`src/logic/tcp_pkg.sv`:
```
// shared constants and types of the timer, clock and port register bank
package tcp_pkg;

	// =========================================================
	// register offsets
	localparam logic [7:0] TIMER0_COUNT_LOW_ADDR   = 8'h8a;
	localparam logic [7:0] TIMER1_COUNT_LOW_ADDR   = 8'h8b;
	localparam logic [7:0] TIMER0_COUNT_HIGH_ADDR  = 8'h8c;
	localparam logic [7:0] TIMER1_COUNT_HIGH_ADDR  = 8'h8d;
	localparam logic [7:0] PRESCALE_CTRL_ADDR      = 8'h8e;
	localparam logic [7:0] FLASH_WRITE_SELECT_ADDR = 8'h8f;
	localparam logic [7:0] PORT1_LATCH_ADDR        = 8'h90;
	localparam logic [7:0] EXT_IRQ_FLAGS_ADDR      = 8'h91;

	// =========================================================
	// reset values
	localparam logic [7:0] TIMER_COUNT_RESET  = 8'h00;
	localparam logic [5:0] PRESCALE_RESET     = 6'h01;
	localparam logic       FLASH_WRITE_RESET  = 1'b0;
	localparam logic [7:0] PORT1_LATCH_RESET  = 8'hff;
	localparam logic [3:0] IRQ_FLAGS_RESET    = 4'h0;
	localparam logic [3:0] IRQ_FLAGS_LOW_BITS = 4'h8;

	// =========================================================
	// field positions
	localparam int TIMER2_FAST_BIT   = 5;
	localparam int TIMER1_FAST_BIT   = 4;
	localparam int TIMER0_FAST_BIT   = 3;
	localparam int STRETCH_MSB       = 2;
	localparam int FLASH_WRITE_BIT   = 0;
	localparam int PIN_TIMER2_COUNT  = 0;
	localparam int PIN_TIMER2_TRIG   = 1;
	localparam int PIN_SLAVE_SELECT  = 4;
	localparam int PIN_EXT_IRQ2      = 4;
	localparam int PIN_EXT_IRQ3      = 5;
	localparam int PIN_EXT_IRQ4      = 6;
	localparam int PIN_EXT_IRQ5      = 7;

	// =========================================================
	// timing counts in system clocks and instruction cycles
	localparam logic [3:0] DIV_SLOW_CLKS     = 4'd12;
	localparam logic [1:0] DIV_FAST_LAST     = 2'd3;
	localparam logic [5:0] INSTR_CYCLE_CLKS  = 6'd4;
	localparam logic [5:0] XMOVE_BASE_CYCLES = 6'd2;
	localparam logic [5:0] STROBE_BASE_CLKS  = 6'd2;
	localparam logic [5:0] STROBE_UNIT_CLKS  = 6'd4;
	localparam logic [5:0] XMOVE_SETUP_CLKS  = 6'd4;

	// =========================================================
	// types
	typedef struct packed {
		logic       rd;
		logic       wr;
		logic [7:0] addr;
		logic [7:0] wdata;
	} tcp_sfr_req_type;

	typedef enum logic [3:0] {
		XMOVE_IDLE   = 4'b0001,
		XMOVE_SETUP  = 4'b0010,
		XMOVE_STROBE = 4'b0100,
		XMOVE_HOLD   = 4'b1000
	} tcp_xmove_state_type;

	typedef struct packed {
		logic [15:0]         t0;
		logic [15:0]         t1;
		logic [5:0]          clk_ctrl;
		logic                flash_sel;
		logic [7:0]          latch;
		logic [3:0]          flags;
		logic [3:0]          div;
		logic [7:0]          rdata;
		tcp_xmove_state_type xstate;
		logic [5:0]          xcnt;
		logic [5:0]          xlast;
		logic [5:0]          xstrobe_end;
		logic                xdone;
	} tcp_state_type;

endpackage : tcp_pkg

```
`src/logic/tcp_pin_sync.sv`:
```
// three-stage pin synchroniser with agreement filter and edge pulses
module tcp_pin_sync #(
	parameter int WIDTH = 8
) (
	input  wire logic             clk_sys,
	input  wire logic             srst,
	input  wire logic [WIDTH-1:0] pin_async,
	output logic      [WIDTH-1:0] pin_stable,
	output logic      [WIDTH-1:0] pin_rise,
	output logic      [WIDTH-1:0] pin_fall
);

	typedef struct packed {
		logic [WIDTH-1:0] s1;
		logic [WIDTH-1:0] s2;
		logic [WIDTH-1:0] s3;
		logic [WIDTH-1:0] stable;
		logic [WIDTH-1:0] rise;
		logic [WIDTH-1:0] fall;
	} tcp_sync_state_type;

	tcp_sync_state_type sync_reg;
	tcp_sync_state_type sync_next;

	// =========================================================
	// filter and edge detect
	always_comb begin
		sync_next = sync_reg;
		sync_next.s1 = pin_async;
		sync_next.s2 = sync_reg.s1;
		sync_next.s3 = sync_reg.s2;
		for (int i = 0; i < WIDTH; i++) begin
			if (sync_reg.s2[i] == sync_reg.s3[i]) begin // RULE22
				sync_next.stable[i] = sync_reg.s3[i];
			end
		end
		sync_next.rise = sync_next.stable & ~sync_reg.stable; // RULE22
		sync_next.fall = ~sync_next.stable & sync_reg.stable; // RULE22
	end

	always_ff @(posedge clk_sys) begin
		if (srst) begin
			sync_reg <= '{default: '1, rise: '0, fall: '0};
		end else begin
			sync_reg <= sync_next;
		end
	end

	assign pin_stable = sync_reg.stable;
	assign pin_rise   = sync_reg.rise;
	assign pin_fall   = sync_reg.fall;

endmodule : tcp_pin_sync

```
`src/logic/tcp_sfr_bank.sv`:
```
// timer count, clock control, flash write, port 1 and edge flag registers
//
// Contract
// RULE1: timer 0 count as low and high bytes
// RULE2: timer 1 count bytes at 8Bh/8Dh, reset zero
// RULE3: timer 2 select bit picks divide 12 or 4
// RULE4: timer 2 select ignored in baud/clock-out mode
// RULE5: timer 1 select bit picks divide 12 or 4
// RULE6: timer 0 select bit picks divide 12 or 4
// RULE7: selects leave instruction timing; clear gives twelve
// RULE8: stretch field sets move length and strobe
// RULE9: clock control resets 01h, bits 7-6 zero
// RULE10: stretch lengthens only the external strobe
// RULE11: on-chip data moves always take two cycles
// RULE12: flash writes need select and no lock
// RULE13: port latches reset FFh; alternate needs 1
// RULE14: falling edges set flags 5 and 3
// RULE15: rising edges set flags 4 and 2
// RULE16: flags sticky; software write 1 requests interrupt
// RULE17: flag register resets 08h, low bits fixed
// RULE18: timer 2 input falling edge increments
// RULE19: trigger falling edge captures or reloads timer 2
// RULE20: slave select does not gate miso drive
// RULE21: count writes next clock, reads non-disturbing
// RULE22: pin edges synchronised and compared before flagging
module tcp_sfr_bank (
	input  wire logic                     clk_sys,
	input  wire logic                     srst,
	input  wire tcp_pkg::tcp_sfr_req_type sfr_req,
	output logic      [7:0]               sfr_rdata,
	input  wire logic                     timer0_count_update,
	input  wire logic [15:0]              timer0_count_in,
	input  wire logic                     timer1_count_update,
	input  wire logic [15:0]              timer1_count_in,
	output logic      [15:0]              timer0_count,
	output logic      [15:0]              timer1_count,
	output logic                          timer0_tick,
	output logic                          timer1_tick,
	output logic                          timer2_tick,
	input  wire logic                     timer2_baud_or_clkout,
	input  wire logic                     timer2_trigger_enable,
	input  wire logic                     timer2_autoreload_mode,
	output logic                          timer2_ext_increment,
	output logic                          timer2_capture,
	output logic                          timer2_reload,
	input  wire logic                     xmove_start,
	input  wire logic                     xmove_internal,
	output logic                          xmove_strobe,
	output logic                          xmove_busy,
	output logic                          xmove_done,
	input  wire logic                     program_memory_lock,
	input  wire logic                     reset_sector_lock,
	output logic                          flash_write_allow,
	input  wire logic [7:0]               port1_pin_in,
	output logic      [7:0]               port1_pin_out,
	output logic      [7:0]               port1_pin_oe,
	output logic      [7:0]               port1_latch,
	output logic                          spi_slave_select_n,
	output logic      [3:0]               ext_irq_flags
);

	// =========================================================
	// helpers

	// strobe width in clocks for a stretch setting
	function automatic logic [5:0] strobe_clks(input logic [2:0] sel);
		if (sel == 3'h0) begin
			strobe_clks = tcp_pkg::STROBE_BASE_CLKS;
		end else begin
			strobe_clks = 6'(tcp_pkg::STROBE_UNIT_CLKS * {3'h0, sel});
		end
	endfunction : strobe_clks

	// whole move length in clocks, minus one
	function automatic logic [5:0] move_last(input logic [2:0] sel);
		logic [5:0] cycles;
		cycles = tcp_pkg::XMOVE_BASE_CYCLES + {3'h0, sel};
		move_last = 6'(cycles * tcp_pkg::INSTR_CYCLE_CLKS - 6'd1);
	endfunction : move_last

	// merge a byte write into a 16-bit count
	function automatic logic [15:0] byte_write(input logic [15:0] cur,
			input logic hi_sel, input logic [7:0] data);
		byte_write = hi_sel ? {data, cur[7:0]} : {cur[15:8], data};
	endfunction : byte_write

	tcp_pkg::tcp_state_type st_reg;
	tcp_pkg::tcp_state_type st_next;

	logic [7:0] pin_stable;
	logic [7:0] pin_rise;
	logic [7:0] pin_fall;
	logic [7:0] alt_rise;
	logic [7:0] alt_fall;
	logic       tick_slow;
	logic       tick_fast;
	logic [2:0] stretch_sel;
	logic       wr;
	logic [3:0] edge_set;

	// =========================================================
	// pin synchroniser
	tcp_pin_sync #(
		.WIDTH (8)
	) u_pin_sync (
		.clk_sys    (clk_sys),
		.srst       (srst),
		.pin_async  (port1_pin_in),
		.pin_stable (pin_stable),
		.pin_rise   (pin_rise),
		.pin_fall   (pin_fall)
	);

	// alternate pin functions only see edges while the latch holds 1
	assign alt_rise = pin_rise & st_reg.latch; // RULE13
	assign alt_fall = pin_fall & st_reg.latch; // RULE13

	// this cycle's edges, kept apart so a clear cannot swallow a fresh one
	assign edge_set = {alt_fall[tcp_pkg::PIN_EXT_IRQ5],
		alt_rise[tcp_pkg::PIN_EXT_IRQ4], alt_fall[tcp_pkg::PIN_EXT_IRQ3],
		alt_rise[tcp_pkg::PIN_EXT_IRQ2]}; // RULE14 RULE15

	// =========================================================
	// prescale divider
	// free running on the system clock; instruction timing never uses it
	assign tick_slow = (st_reg.div == 4'(tcp_pkg::DIV_SLOW_CLKS - 4'd1));
	assign tick_fast = (st_reg.div[1:0] == tcp_pkg::DIV_FAST_LAST); // RULE7

	assign stretch_sel = st_reg.clk_ctrl[tcp_pkg::STRETCH_MSB:0];
	assign wr          = sfr_req.wr;

	// =========================================================
	// next state
	always_comb begin
		st_next = st_reg;
		st_next.xdone = 1'b0;

		// divider
		if (tick_slow) begin
			st_next.div = 4'h0;
		end else begin
			st_next.div = st_reg.div + 4'h1;
		end

		// counting engine updates, then software bytes override
		if (timer0_count_update) begin
			st_next.t0 = timer0_count_in;
		end
		if (timer1_count_update) begin
			st_next.t1 = timer1_count_in;
		end

		// hardware edge flags
		if (alt_fall[tcp_pkg::PIN_EXT_IRQ3]) begin
			st_next.flags[1] = 1'b1; // RULE14
		end
		if (alt_fall[tcp_pkg::PIN_EXT_IRQ5]) begin
			st_next.flags[3] = 1'b1; // RULE14
		end
		if (alt_rise[tcp_pkg::PIN_EXT_IRQ2]) begin
			st_next.flags[0] = 1'b1; // RULE15
		end
		if (alt_rise[tcp_pkg::PIN_EXT_IRQ4]) begin
			st_next.flags[2] = 1'b1; // RULE15
		end

		// software writes
		if (wr) begin
			case (sfr_req.addr)
				tcp_pkg::TIMER0_COUNT_LOW_ADDR: begin
					st_next.t0 = byte_write(st_next.t0, 1'b0,
						sfr_req.wdata); // RULE1 RULE21
				end
				tcp_pkg::TIMER0_COUNT_HIGH_ADDR: begin
					st_next.t0 = byte_write(st_next.t0, 1'b1,
						sfr_req.wdata); // RULE1 RULE21
				end
				tcp_pkg::TIMER1_COUNT_LOW_ADDR: begin
					st_next.t1 = byte_write(st_next.t1, 1'b0,
						sfr_req.wdata); // RULE2 RULE21
				end
				tcp_pkg::TIMER1_COUNT_HIGH_ADDR: begin
					st_next.t1 = byte_write(st_next.t1, 1'b1,
						sfr_req.wdata); // RULE2 RULE21
				end
				tcp_pkg::PRESCALE_CTRL_ADDR: begin
					st_next.clk_ctrl = sfr_req.wdata[5:0]; // RULE9
				end
				tcp_pkg::FLASH_WRITE_SELECT_ADDR: begin
					st_next.flash_sel = sfr_req.wdata[tcp_pkg::FLASH_WRITE_BIT];
				end
				tcp_pkg::PORT1_LATCH_ADDR: begin
					st_next.latch = sfr_req.wdata;
				end
				tcp_pkg::EXT_IRQ_FLAGS_ADDR: begin
					// a hardware edge in the same cycle survives a clear
					st_next.flags = sfr_req.wdata[7:4]
						| edge_set; // RULE16
				end
				default: begin
				end
			endcase
		end

		// registered read data
		if (sfr_req.rd) begin
			case (sfr_req.addr)
				tcp_pkg::TIMER0_COUNT_LOW_ADDR: begin
					st_next.rdata = st_reg.t0[7:0]; // RULE1 RULE21
				end
				tcp_pkg::TIMER0_COUNT_HIGH_ADDR: begin
					st_next.rdata = st_reg.t0[15:8]; // RULE1
				end
				tcp_pkg::TIMER1_COUNT_LOW_ADDR: begin
					st_next.rdata = st_reg.t1[7:0]; // RULE2
				end
				tcp_pkg::TIMER1_COUNT_HIGH_ADDR: begin
					st_next.rdata = st_reg.t1[15:8]; // RULE2
				end
				tcp_pkg::PRESCALE_CTRL_ADDR: begin
					st_next.rdata = {2'h0, st_reg.clk_ctrl}; // RULE9
				end
				tcp_pkg::FLASH_WRITE_SELECT_ADDR: begin
					st_next.rdata = {7'h00, st_reg.flash_sel};
				end
				tcp_pkg::PORT1_LATCH_ADDR: begin
					st_next.rdata = pin_stable;
				end
				tcp_pkg::EXT_IRQ_FLAGS_ADDR: begin
					st_next.rdata = {st_reg.flags,
						tcp_pkg::IRQ_FLAGS_LOW_BITS}; // RULE17
				end
				default: begin
					st_next.rdata = 8'h00;
				end
			endcase
		end

		// external data move sequencer
		// a start while busy is ignored; a move always runs to its end
		case (st_reg.xstate)
			tcp_pkg::XMOVE_IDLE: begin
				if (xmove_start) begin
					st_next.xstate = tcp_pkg::XMOVE_SETUP;
					st_next.xcnt   = 6'h00;
					if (xmove_internal) begin
						st_next.xlast = move_last(3'h0); // RULE11
						st_next.xstrobe_end = tcp_pkg::XMOVE_SETUP_CLKS;
					end else begin
						st_next.xlast = move_last(stretch_sel); // RULE8
						st_next.xstrobe_end = 6'(tcp_pkg::XMOVE_SETUP_CLKS
							+ strobe_clks(stretch_sel)); // RULE8 RULE10
					end
				end
			end
			tcp_pkg::XMOVE_SETUP: begin
				st_next.xcnt = st_reg.xcnt + 6'h01;
				if (st_next.xcnt == tcp_pkg::XMOVE_SETUP_CLKS) begin
					if (st_reg.xstrobe_end == tcp_pkg::XMOVE_SETUP_CLKS) begin
						st_next.xstate = tcp_pkg::XMOVE_HOLD; // RULE11
					end else begin
						st_next.xstate = tcp_pkg::XMOVE_STROBE;
					end
				end
			end
			tcp_pkg::XMOVE_STROBE: begin
				st_next.xcnt = st_reg.xcnt + 6'h01;
				if (st_next.xcnt == st_reg.xstrobe_end) begin
					st_next.xstate = tcp_pkg::XMOVE_HOLD; // RULE10
				end
			end
			tcp_pkg::XMOVE_HOLD: begin
				st_next.xcnt = st_reg.xcnt + 6'h01;
				if (st_reg.xcnt == st_reg.xlast) begin
					st_next.xstate = tcp_pkg::XMOVE_IDLE;
					st_next.xdone  = 1'b1;
				end
			end
			default: begin
				st_next.xstate = tcp_pkg::XMOVE_IDLE;
			end
		endcase
	end

	// =========================================================
	// state register
	always_ff @(posedge clk_sys) begin
		if (srst) begin
			st_reg.t0          <= {2{tcp_pkg::TIMER_COUNT_RESET}};
			st_reg.t1          <= {2{tcp_pkg::TIMER_COUNT_RESET}}; // RULE2
			st_reg.clk_ctrl    <= tcp_pkg::PRESCALE_RESET; // RULE9
			st_reg.flash_sel   <= tcp_pkg::FLASH_WRITE_RESET; // RULE12
			st_reg.latch       <= tcp_pkg::PORT1_LATCH_RESET; // RULE13
			st_reg.flags       <= tcp_pkg::IRQ_FLAGS_RESET; // RULE17
			st_reg.div         <= 4'h0;
			st_reg.rdata       <= 8'h00;
			st_reg.xstate      <= tcp_pkg::XMOVE_IDLE;
			st_reg.xcnt        <= 6'h00;
			st_reg.xlast       <= 6'h00;
			st_reg.xstrobe_end <= 6'h00;
			st_reg.xdone       <= 1'b0;
		end else begin
			st_reg <= st_next;
		end
	end

	// =========================================================
	// outputs
	assign sfr_rdata    = st_reg.rdata;
	assign timer0_count = st_reg.t0;
	assign timer1_count = st_reg.t1;

	assign timer0_tick = st_reg.clk_ctrl[tcp_pkg::TIMER0_FAST_BIT]
		? tick_fast : tick_slow; // RULE6 RULE7
	assign timer1_tick = st_reg.clk_ctrl[tcp_pkg::TIMER1_FAST_BIT]
		? tick_fast : tick_slow; // RULE5 RULE7
	// in baud or clock-out mode the engine takes its own clock
	assign timer2_tick = (st_reg.clk_ctrl[tcp_pkg::TIMER2_FAST_BIT]
		&& !timer2_baud_or_clkout) ? tick_fast : tick_slow; // RULE3 RULE4

	assign timer2_ext_increment = alt_fall[tcp_pkg::PIN_TIMER2_COUNT]; // RULE18
	assign timer2_capture = alt_fall[tcp_pkg::PIN_TIMER2_TRIG]
		&& timer2_trigger_enable && !timer2_autoreload_mode; // RULE19
	assign timer2_reload  = alt_fall[tcp_pkg::PIN_TIMER2_TRIG]
		&& timer2_trigger_enable && timer2_autoreload_mode; // RULE19

	assign xmove_strobe = (st_reg.xstate == tcp_pkg::XMOVE_STROBE); // RULE10
	assign xmove_busy   = (st_reg.xstate != tcp_pkg::XMOVE_IDLE);
	assign xmove_done   = st_reg.xdone;

	// locks override the select bit at once, with no register between
	assign flash_write_allow = st_reg.flash_sel && !program_memory_lock
		&& !reset_sector_lock; // RULE12

	// quasi-bidirectional: a latch bit of 0 pulls the pin low
	assign port1_pin_out = 8'h00;
	assign port1_pin_oe  = ~st_reg.latch; // RULE13
	assign port1_latch   = st_reg.latch;

	// only a select; miso drive stays with the spi block
	assign spi_slave_select_n = pin_stable[tcp_pkg::PIN_SLAVE_SELECT]; // RULE20

	assign ext_irq_flags = st_reg.flags; // RULE16

endmodule : tcp_sfr_bank

```
`config.mk`:
```
export PLATFORM = sky130hd
export DESIGN_NAME = tcp_sfr_bank
export DESIGN_NICKNAME = d
export VERILOG_FILES = /design/src/logic/tcp_pkg.sv /design/src/logic/tcp_pin_sync.sv /design/src/logic/tcp_sfr_bank.sv
export SDC_FILE = /design/constraint.sdc
export NUM_CORES = 1
export LEC_CHECK = 0
export BUFFER_PORTS_ARGS = -buffer_cell sky130_fd_sc_hd__buf_4
export CORE_ASPECT_RATIO = 1.1
export CORE_UTILIZATION = 48
export CTS_CLUSTER_DIAMETER = 40
export DETAILED_ROUTE_END_ITERATION = 10
export GPL_TIMING_DRIVEN = 0
export PLACE_DENSITY_LB_ADDON = 0.05
export SKIP_LAST_GASP = 1
export SYNTH_ARGS = -nofsm -noshare
export SYNTH_HDL_FRONTEND = slang
export SYNTH_SLANG_ARGS = --single-unit
```
`constraint.sdc`:
```
create_clock -name clk_sys -period 1.8 [get_ports clk_sys]
set_clock_uncertainty 0.15 [all_clocks]
set_input_delay 0.18 -clock clk_sys [delete_from_list [all_inputs] [get_ports clk_sys]]
set_output_delay 0.18 -clock clk_sys [all_outputs]
set_load 0.01 [all_outputs]
```
# Yosys cells after proc, flatten, opt, wreduce, memory -nomap -nowiden
# Cells that the tools add are included.
# Widths: inputs -> output; s select.
# totals
reg_bits	133
output_inout_bits	79
elab_cells	123
# op_classes
add_sub_neg	5
n_eq_ne	31
mux	38
bitwise_logic	9
reduce_logical	21
# op_table
operator	count
$eq 8x8->1 const B	8
$pmux 16 s2	2
$pmux 8 s8	1
$mux 51	1
$mux 16	2
$mux 6	4
$mux 22	1
$mux 4	5
$mux 1	17
$and 8x8->8	2
$not 8->8	2
$pmux 4 s4	1
$and 7x7->7	2
$eq 6x3->1 const B	2
$eq 6x6->1	2
$mux 12	1
$pmux 6 s2	1
$reduce_and 2->1	5
$eq 1x1->1	8
$eq 4x4->1 const B	2
$mux 8	1
$not 7->7	1
$add 3x6->6 const A	1
$add 6x1->6 const B	1
20 further kinds	31

# Logic depth before layout (Yosys ltp)
# Gate-level depths: netlist of the first run.
# logic_depth
depth_word	9
mapped_depth	7
ltp_nobuf	7

# Modules after synthesis
# Synthesis of the first run repeated with hierarchy kept, for this count alone.
# hier_totals
cells_unflattened	699
hier_area_um2	6409.9
# modules_own_cells
module	n_inst	cells_each	area_each_um2	seq_area_each_um2
tcp_sfr_bank	1	551	4782.1	1661.6
tcp_pin_sync	1	148	1627.8	960.9

# Worst setup path after synthesis of the first run
# OpenSTA, ideal clock, no wires.
# synth_timing
path_type	flip-flop to flip-flop
from	reg st_reg[19] (netlist bit)
to	reg st_reg[15] (netlist bit)
t_arrival_ns	1.652
required_ns	1.580
slack_ns	-0.072
stages_incl_launch_ff	6
path_buffers	1
cell_sequence	dfxtp_1 or4b_4 and3_1 buf_6 or3b_1 a21oi_1
# synth_via
elab_chain_cells	4
# synth_rtl
item	line	rtl
start, declared	tcp_sfr_bank.sv:87	tcp_pkg::tcp_state_type st_reg;
start signal, assigned	tcp_sfr_bank.sv:303	st_reg <= st_next;
$eq 4x3->1, or another cell as far along	tcp_sfr_bank.sv:241	case (st_reg.xstate)
$reduce_or 3->1 (no line)	n/a	
$reduce_bool 2->1 (no line)	n/a	
$reduce_and 2->1 (no line)	n/a	
# Parallel ways exist; a longest one is shown, timed or not.
# A chain may end at the register's enable or synchronous reset.

# Final worst setup path of the first run
# Same ends and word-level chain as after synthesis.

==> results.md, run 1 <==
- Placer congestion estimate: 0.8583
- WL final: 17720 um
- Avg WL per Cell: 16.73 um
- # rows: 42
- Post-synth EDFFs: 0
- Die height: 118.5 um
- Period utilisation layout: 105.3%
- CTS tree: done
- Switching share of total power: 26.28%
- Crit path max-delay cell type: or4b_4
- Largest net degree at the start of global routing: 17
- Total die area: 0.01279 sq mm
- Tightest Hold Check Type: primary input to flip-flop
- Switching power total: 1803 uW
- Most crowded layer after global routing: met2
- PortBufs: 135
- Final worst setup slack: -0.09545 ns
- Flop pwr share: 41.4%
- Initial Util: 49.21%
- Post-synth ARST share: 0%
- Setup TNS: -0.4385 ns
- First-pass GRT wire length: 27720 um
- Required @ worst endpoint: 1.99 ns
- CP Capture Type: flip-flop
- DRC Markers: 0
- Failing checks: setup timing
- Largest delay share family, worst path: simple AND/OR/NAND/NOR gates
- Met1 GRT Util: 36.01%
- Total GRT Usage: 28.35%
- Number of CTS-inserted buffers: 17
- Final hold vios: 0
- Average vias per placed instance: 5.401
- M2 GR Usage: 46.83%
- Status: finished, violations left
- Clock insertion delay at the later pin of the skew report: 0.42 ns
- Pwr Density: 817.3 mW/mm^2
- DRT antenna net count: 0
- Die Width: 107.9 um
- Slew Limit Fails: 0
- Layout cells sized above 1: 34.81%
- Root Buffer: clkbuf_16
- Fin nets: 968
- Worst slew pin tran: 0.8507 ns
- Ports: 148
- Part of the power in the clock network: 46.2%
- H-tree level count: 4
- Finished Layout Cells: 1059
- Kind of critical path: flip-flop to flip-flop
- Pre-CTS setup slack: -0.4358 ns
- ANT cells: 0
- Synth Cell Area: 0.005922 sq mm
- Max reg flops: 30
- Yosys cell types: 60
- Clock transition at path regs: 0.06 ns
- Syn avg cell area: 8.760 sq um
- FF+latch count, synth: 121
- Crit path arrival time: 2.09 ns
- Clk sinks: 121
- Synth warnings: 0
- Vias post-DR: 5720
- Worst-path maximum fanout: 8
- CP Launch Type: flip-flop
- Combinational power share: 12.3%
- GRT overflow: 0
- DRT iter0 DRCs: 338
- Main synth FF type: dfxtp_1
- Gate count after technology mapping: 676
- Synthesis-to-layout area growth: 41.77%
- Placed cell count: 972
- Met3 GRT Util: 5.295%
- Initial antenna violation count: 0
- Register area share after synthesis: 40.90%
- Fin crit period: 1.895 ns
- FMAX: 527.6 MHz
- CP bufs+invs: 1
- Leak: 0.003850 uW
- Post-DP HPWL: 12280 um
- Placeable Area: 0.01203 sq mm
- Unrepaired setup endpoints after global routing: true
- Worst ir drop on vdd: 752.9 uV
- Worst slew margin: 43.28%
- Max_cap viols: 0
- Pre-antenna DRT Iters: 5
- Vias in the first global route: 5520
- Clock buffer depth: 2
- Int Pwr: 5059 uW
- CP Cell Sequence: or4b_4 -> and3_4 -> buf_6 -> or3b_1 -> a21oi_1
- Slowest stage delay, CP: 0.54 ns
- Final setup vio count: 7
==> what timing repair did <==
action,in CTS,in global routing
hold buffers,47,0
setup buffers,3,6
pin swaps,1,8
setup endpoints to repair,25,55
hold endpoints to repair,65,0
gates resized for setup,15,30
==> power groups by stage <==
stage	clock network, uW	registers, uW	logic [uW]
final	3170	2840	847
after global routing	3320	2850	909
after CTS	3200	2840	800
after detailed placement	0	2900	705
after global placement	0	2890	693
after floorplan	0	2870	405
==> routing by layer <==
layer  vias up  part of all wire, %  wire (um)
met1      2751                   43       7557
li1       2734                    -          -
met5         -                    0          0
met2       205                   49       8738
met4         0                  2.2        393
met3        30                  5.8       1028
==> final cells by class <==
class | instances | area (sq um)
Clock inverter | 13 | 110.1
Tap cell | 154 | 192.7
Inverter | 23 | 86.33
Multi-Input combinational cell | 446 | 2954
Timing Repair Buffer | 191 | 1555
Clock buffer | 19 | 442.9
Sequential cell | 121 | 2439
Fill cell | 961 | 3638
Buffer | 92 | 615.6
==> cells by family (layout without fill, tap and decap cells) <==
kind of cell	count (synthesis)	after routing	synth area share, %
muxes	51	51	8.853
adders and majority gates	7	7	1.479
xor gates and xnor gates	13	13	1.923
buffers and inverters	116	338	11.70
AOI/OAI and AO/OA	129	129	14.22
other	1	8	0.06332
DFF	121	121	40.90
and+or+nand+nor	238	238	20.85
==> per-stage QoR <==
stage / hold slack (ns) / utilization, % / area (sq um) / power (uW)
floorplan: 0.1338 / - / 5962 / 3275
global placement: 0.2151 / 59.57 / 7168 / 3588
detailed placement: 0.2172 / 59.57 / 7168 / 3603
CTS: 0.009006 / 68.52 / 8245 / 6838
global route: 0.01531 / 69.77 / 8396 / 7075
finish: 0.01756 / 69.77 / 8396 / 6862
==> layout by cell type (no fill, tap or decap), types with 9 or more instances in the layout <==
master / instances
buf_4: 203
dfxtp_1: 114
nor2_1: 68
nand2_1: 49
mux2i_1: 49
dlygate4sd3_1: 47
a21oi_1: 44
a211oi_1: 35
or2_2: 24
inv_1: 21
clkbuf_16: 17
clkbuf_1: 16
nand3_1: 15
o21ai_0: 13
nor3_1: 12
nand3b_1: 10
buf_2: 9
==> tightest hold or removal path, stage by stage <==
cell	delay, ns
buf_4	0.09
nor3b_2	0.07
nand3_1	0.12
a211oi_2	0.07
==> cells in the mapped netlist (all sizes together), types with 4 or more instances <==
| cell type | n | area share [%] |
|---|---|---|
| a211oi | 36 | 4.6 |
| a21oi | 45 | 3.8 |
| and2 | 5 | 0.53 |
| and3 | 4 | 0.42 |
| buf | 72 | 8.9 |
| clkbuf | 21 | 1.3 |
| dfxtp | 121 | 41 |
| ha | 7 | 1.5 |
| inv | 23 | 1.5 |
| mux2i | 49 | 8.3 |
| nand2 | 51 | 3.2 |
| nand2b | 6 | 0.63 |
| nand3 | 18 | 1.5 |
| nand3b | 10 | 1.3 |
| nor2 | 70 | 4.6 |
| nor2b | 6 | 0.63 |
| nor3 | 14 | 1.5 |
| nor3b | 8 | 1.0 |
| nor4 | 5 | 0.53 |
| o21ai | 15 | 1.3 |
| o21bai | 8 | 1.0 |
| o22ai | 6 | 0.63 |
| or2 | 26 | 2.7 |
| or3 | 4 | 0.42 |
| or4b | 4 | 0.80 |
| xnor2 | 7 | 1.0 |
| xor2 | 6 | 0.89 |
==> path summary, 6_finish.rpt <==
path / startpoint / end / slack, ns / cells after the start
worst max-delay path: st_reg[19]$_SDFFE_PP1P_ / st_reg[15]$_SDFFE_PP0P_ / -0.1 / 5
worst min-delay path: sfr_req[13] / sfr_rdata[1]$_SDFFE_PP0P_ / 0.02 / 4
worst max register to register: st_reg[19]$_SDFFE_PP1P_ / st_reg[15]$_SDFFE_PP0P_ / -0.1 / 5
worst min register to register: u_pin_sync.sync_next[33]$_SDFF_PP1_ / u_pin_sync.sync_next[25]$_SDFF_PP1_ / 0.26 / 1
Power figures use the tool's default switching activity.
==> run 2, diff against run 1 <==
Settings changed: CORE_UTILIZATION 48 to 49, SYNTH_HIERARCHICAL set to 1.
==> results.md, run 2 <==
- Status: finished, violations left
- Failing checks: setup timing
- Most frequent cells in the layout: buf_4 (218), dfxtp_1 (114), nor2_1 (84)
- Crit path arrival time: 2.02 ns
- Kind of critical path: flip-flop to flip-flop
- H-tree level count: 4
- Clock transition at path regs: 0.06 ns
- Total GRT Usage: 27.22%
- Slew Limit Fails: 0
- DRC Markers: 0
- DRT iter0 DRCs: 216
- Max reg flops: 30
- Clock insertion delay at the later pin of the skew report: 0.41 ns
- Worst flop-to-flop path endpoint: st_reg[16]$_SDFFE_PP0P_
- Post-route design area: 0.008506 sq mm
- Max_cap viols: 0
- FMAX: 530.8 MHz
- # rows: 42
- Worst R2R Start: st_reg[20]$_SDFFE_PP0P_
- Post-DP HPWL: 12050 um
- Synthesis-to-layout area growth: 41.01%
- Worst slew margin: 53.34%
- ANT cells: 0
- Synth warnings: 6
- Die Width: 107.8 um
- Vias in the first global route: 5184
- Average vias per placed instance: 5.261
- Synth Cell Area: 0.006032 sq mm
- Unrepaired setup endpoints after global routing: true
- Avg WL per Cell: 16.27 um
- Placer congestion estimate: 0.8677
- Fin crit period: 1.884 ns
- CP Launch Type: flip-flop
- GRT overflow: 0
- Pre-CTS setup slack: -0.4193 ns
- WL final: 16950 um
- Placeable Area: 0.01203 sq mm
- Largest net degree at the start of global routing: 17
- Initial antenna violation count: 0
- Worst Setup SP: st_reg[20]$_SDFFE_PP0P_
- Worst slew pin tran: 0.6999 ns
- Crit path to: st_reg[16]$_SDFFE_PP0P_
- Final worst setup slack: -0.08378 ns
- Ports: 148
- Fin Hold WS: 0.01147 ns
- Layout cells sized above 1: 38.40%
- Total die area: 0.01276 sq mm
- Pwr Density: 862.2 mW/mm^2
- Reg2reg setup slack: -0.08 ns
- Final hold vios: 0
- Tightest Hold Check Type: primary input to flip-flop
- CP Capture Type: flip-flop
- PortBufs: 137
- DRT antenna net count: 0
- Commonest non-fill, non-tap cell in the layout: buf_4
- Clk sinks: 121
- FF-to-FF path depth: 5
- Root Buffer: clkbuf_16
- Pre-antenna DRT Iters: 5
- Worst-path maximum fanout: 7
- Initial Util: 50.12%
- First-pass GRT wire length: 26370 um
- Gate count after technology mapping: 663
- DP Area: 0.007296 sq mm
- Filler Cell Count: 962
- Final setup vio count: 5
- Period utilisation layout: 104.7%
- Fin nets: 951
- Worst ir drop on vdd: 618.0 uV
- Vias post-DR: 5482
- Required @ worst endpoint: 1.93 ns
- Number of CTS-inserted buffers: 17
- Die height: 118.4 um
- Leak: 0.003863 uW
- Syn avg cell area: 9.098 sq um
- Clock buffer depth: 2
- CTS tree: done
==> run 2: repair_timing <==
item,CTS,global route
pin swaps,4,7
gates resized for setup,17,27
hold endpoints to repair,67,0
setup buffers,4,5
setup endpoints to repair,20,45
hold buffers,41,0
cloned,0,1
==> run 2: report_power, final <==
part	internal (uW)	switching [uW]	total, uW
combinational	579	479	1060
sequential	2790	108	2900
clock	2120	1260	3380
==> run 2: per-layer routing <==
metal,routed length (um),global-route usage [%],vias up
met5,0,0,-
met4,320,11.30,0
met3,1116,5.626,31
met2,8246,44.23,226
met1,7269,34.81,2559
li1,-,-,2666
==> run 2: worst min-delay path by stage <==
stage,startpoint,endpoint,slack [ns],depth (start not counted)
finish,timer1_count_in[4],timer1_count[4]$_SDFF_PP0_,0.01,3
global route,timer1_count_in[7],timer1_count[7]$_SDFF_PP0_,0.02,3
CTS,sfr_req[17],sfr_rdata[7]$_SDFFE_PP0P_,0.0002,4
detailed placement,port1_pin_in[2],u_pin_sync/sync_next[34]$_SDFF_PP1_,0.22,2
global placement,port1_pin_in[7],u_pin_sync/sync_next[39]$_SDFF_PP1_,0.21,2
floorplan,port1_pin_in[0],u_pin_sync/sync_next[32]$_SDFF_PP1_,0.13,1
==> run 2: stage by stage <==
stage | instances | total power [uW] | setup TNS [ns] | util [%]
floorplan | 670 | 3414 | -0.02993 | -
global placement | 961 | 3758 | -16.29 | 60.63
detailed placement | 961 | 3781 | -19.56 | 60.63
CTS | 1037 | 7277 | -0.3188 | 69.80
global route | 1042 | 7586 | -0.8086 | 70.68
finish | 1042 | 7334 | -0.2553 | 70.68
==> run 2: final cells by class <==
cell class	count	area (sq um)	area share [%]
clock buffer	19	452.9	5.325
buffer	108	738.2	8.679
clock inverter	13	142.6	1.677
inverter	15	56.30	0.6620
sequential	121	2436	28.64
tap	154	192.7	2.265
multi-input combinational	424	2955	34.75
timing repair buffer	188	1531	18.01
==> run 2: worst max-delay path, cell delays in order (launching register included) <==
cell and delay [ns]:
dfxtp_4 0.35, or4b_4 0.54, nor3b_4 0.20, mux2_4 0.32, a22oi_2 0.15, nor2_1 0.05
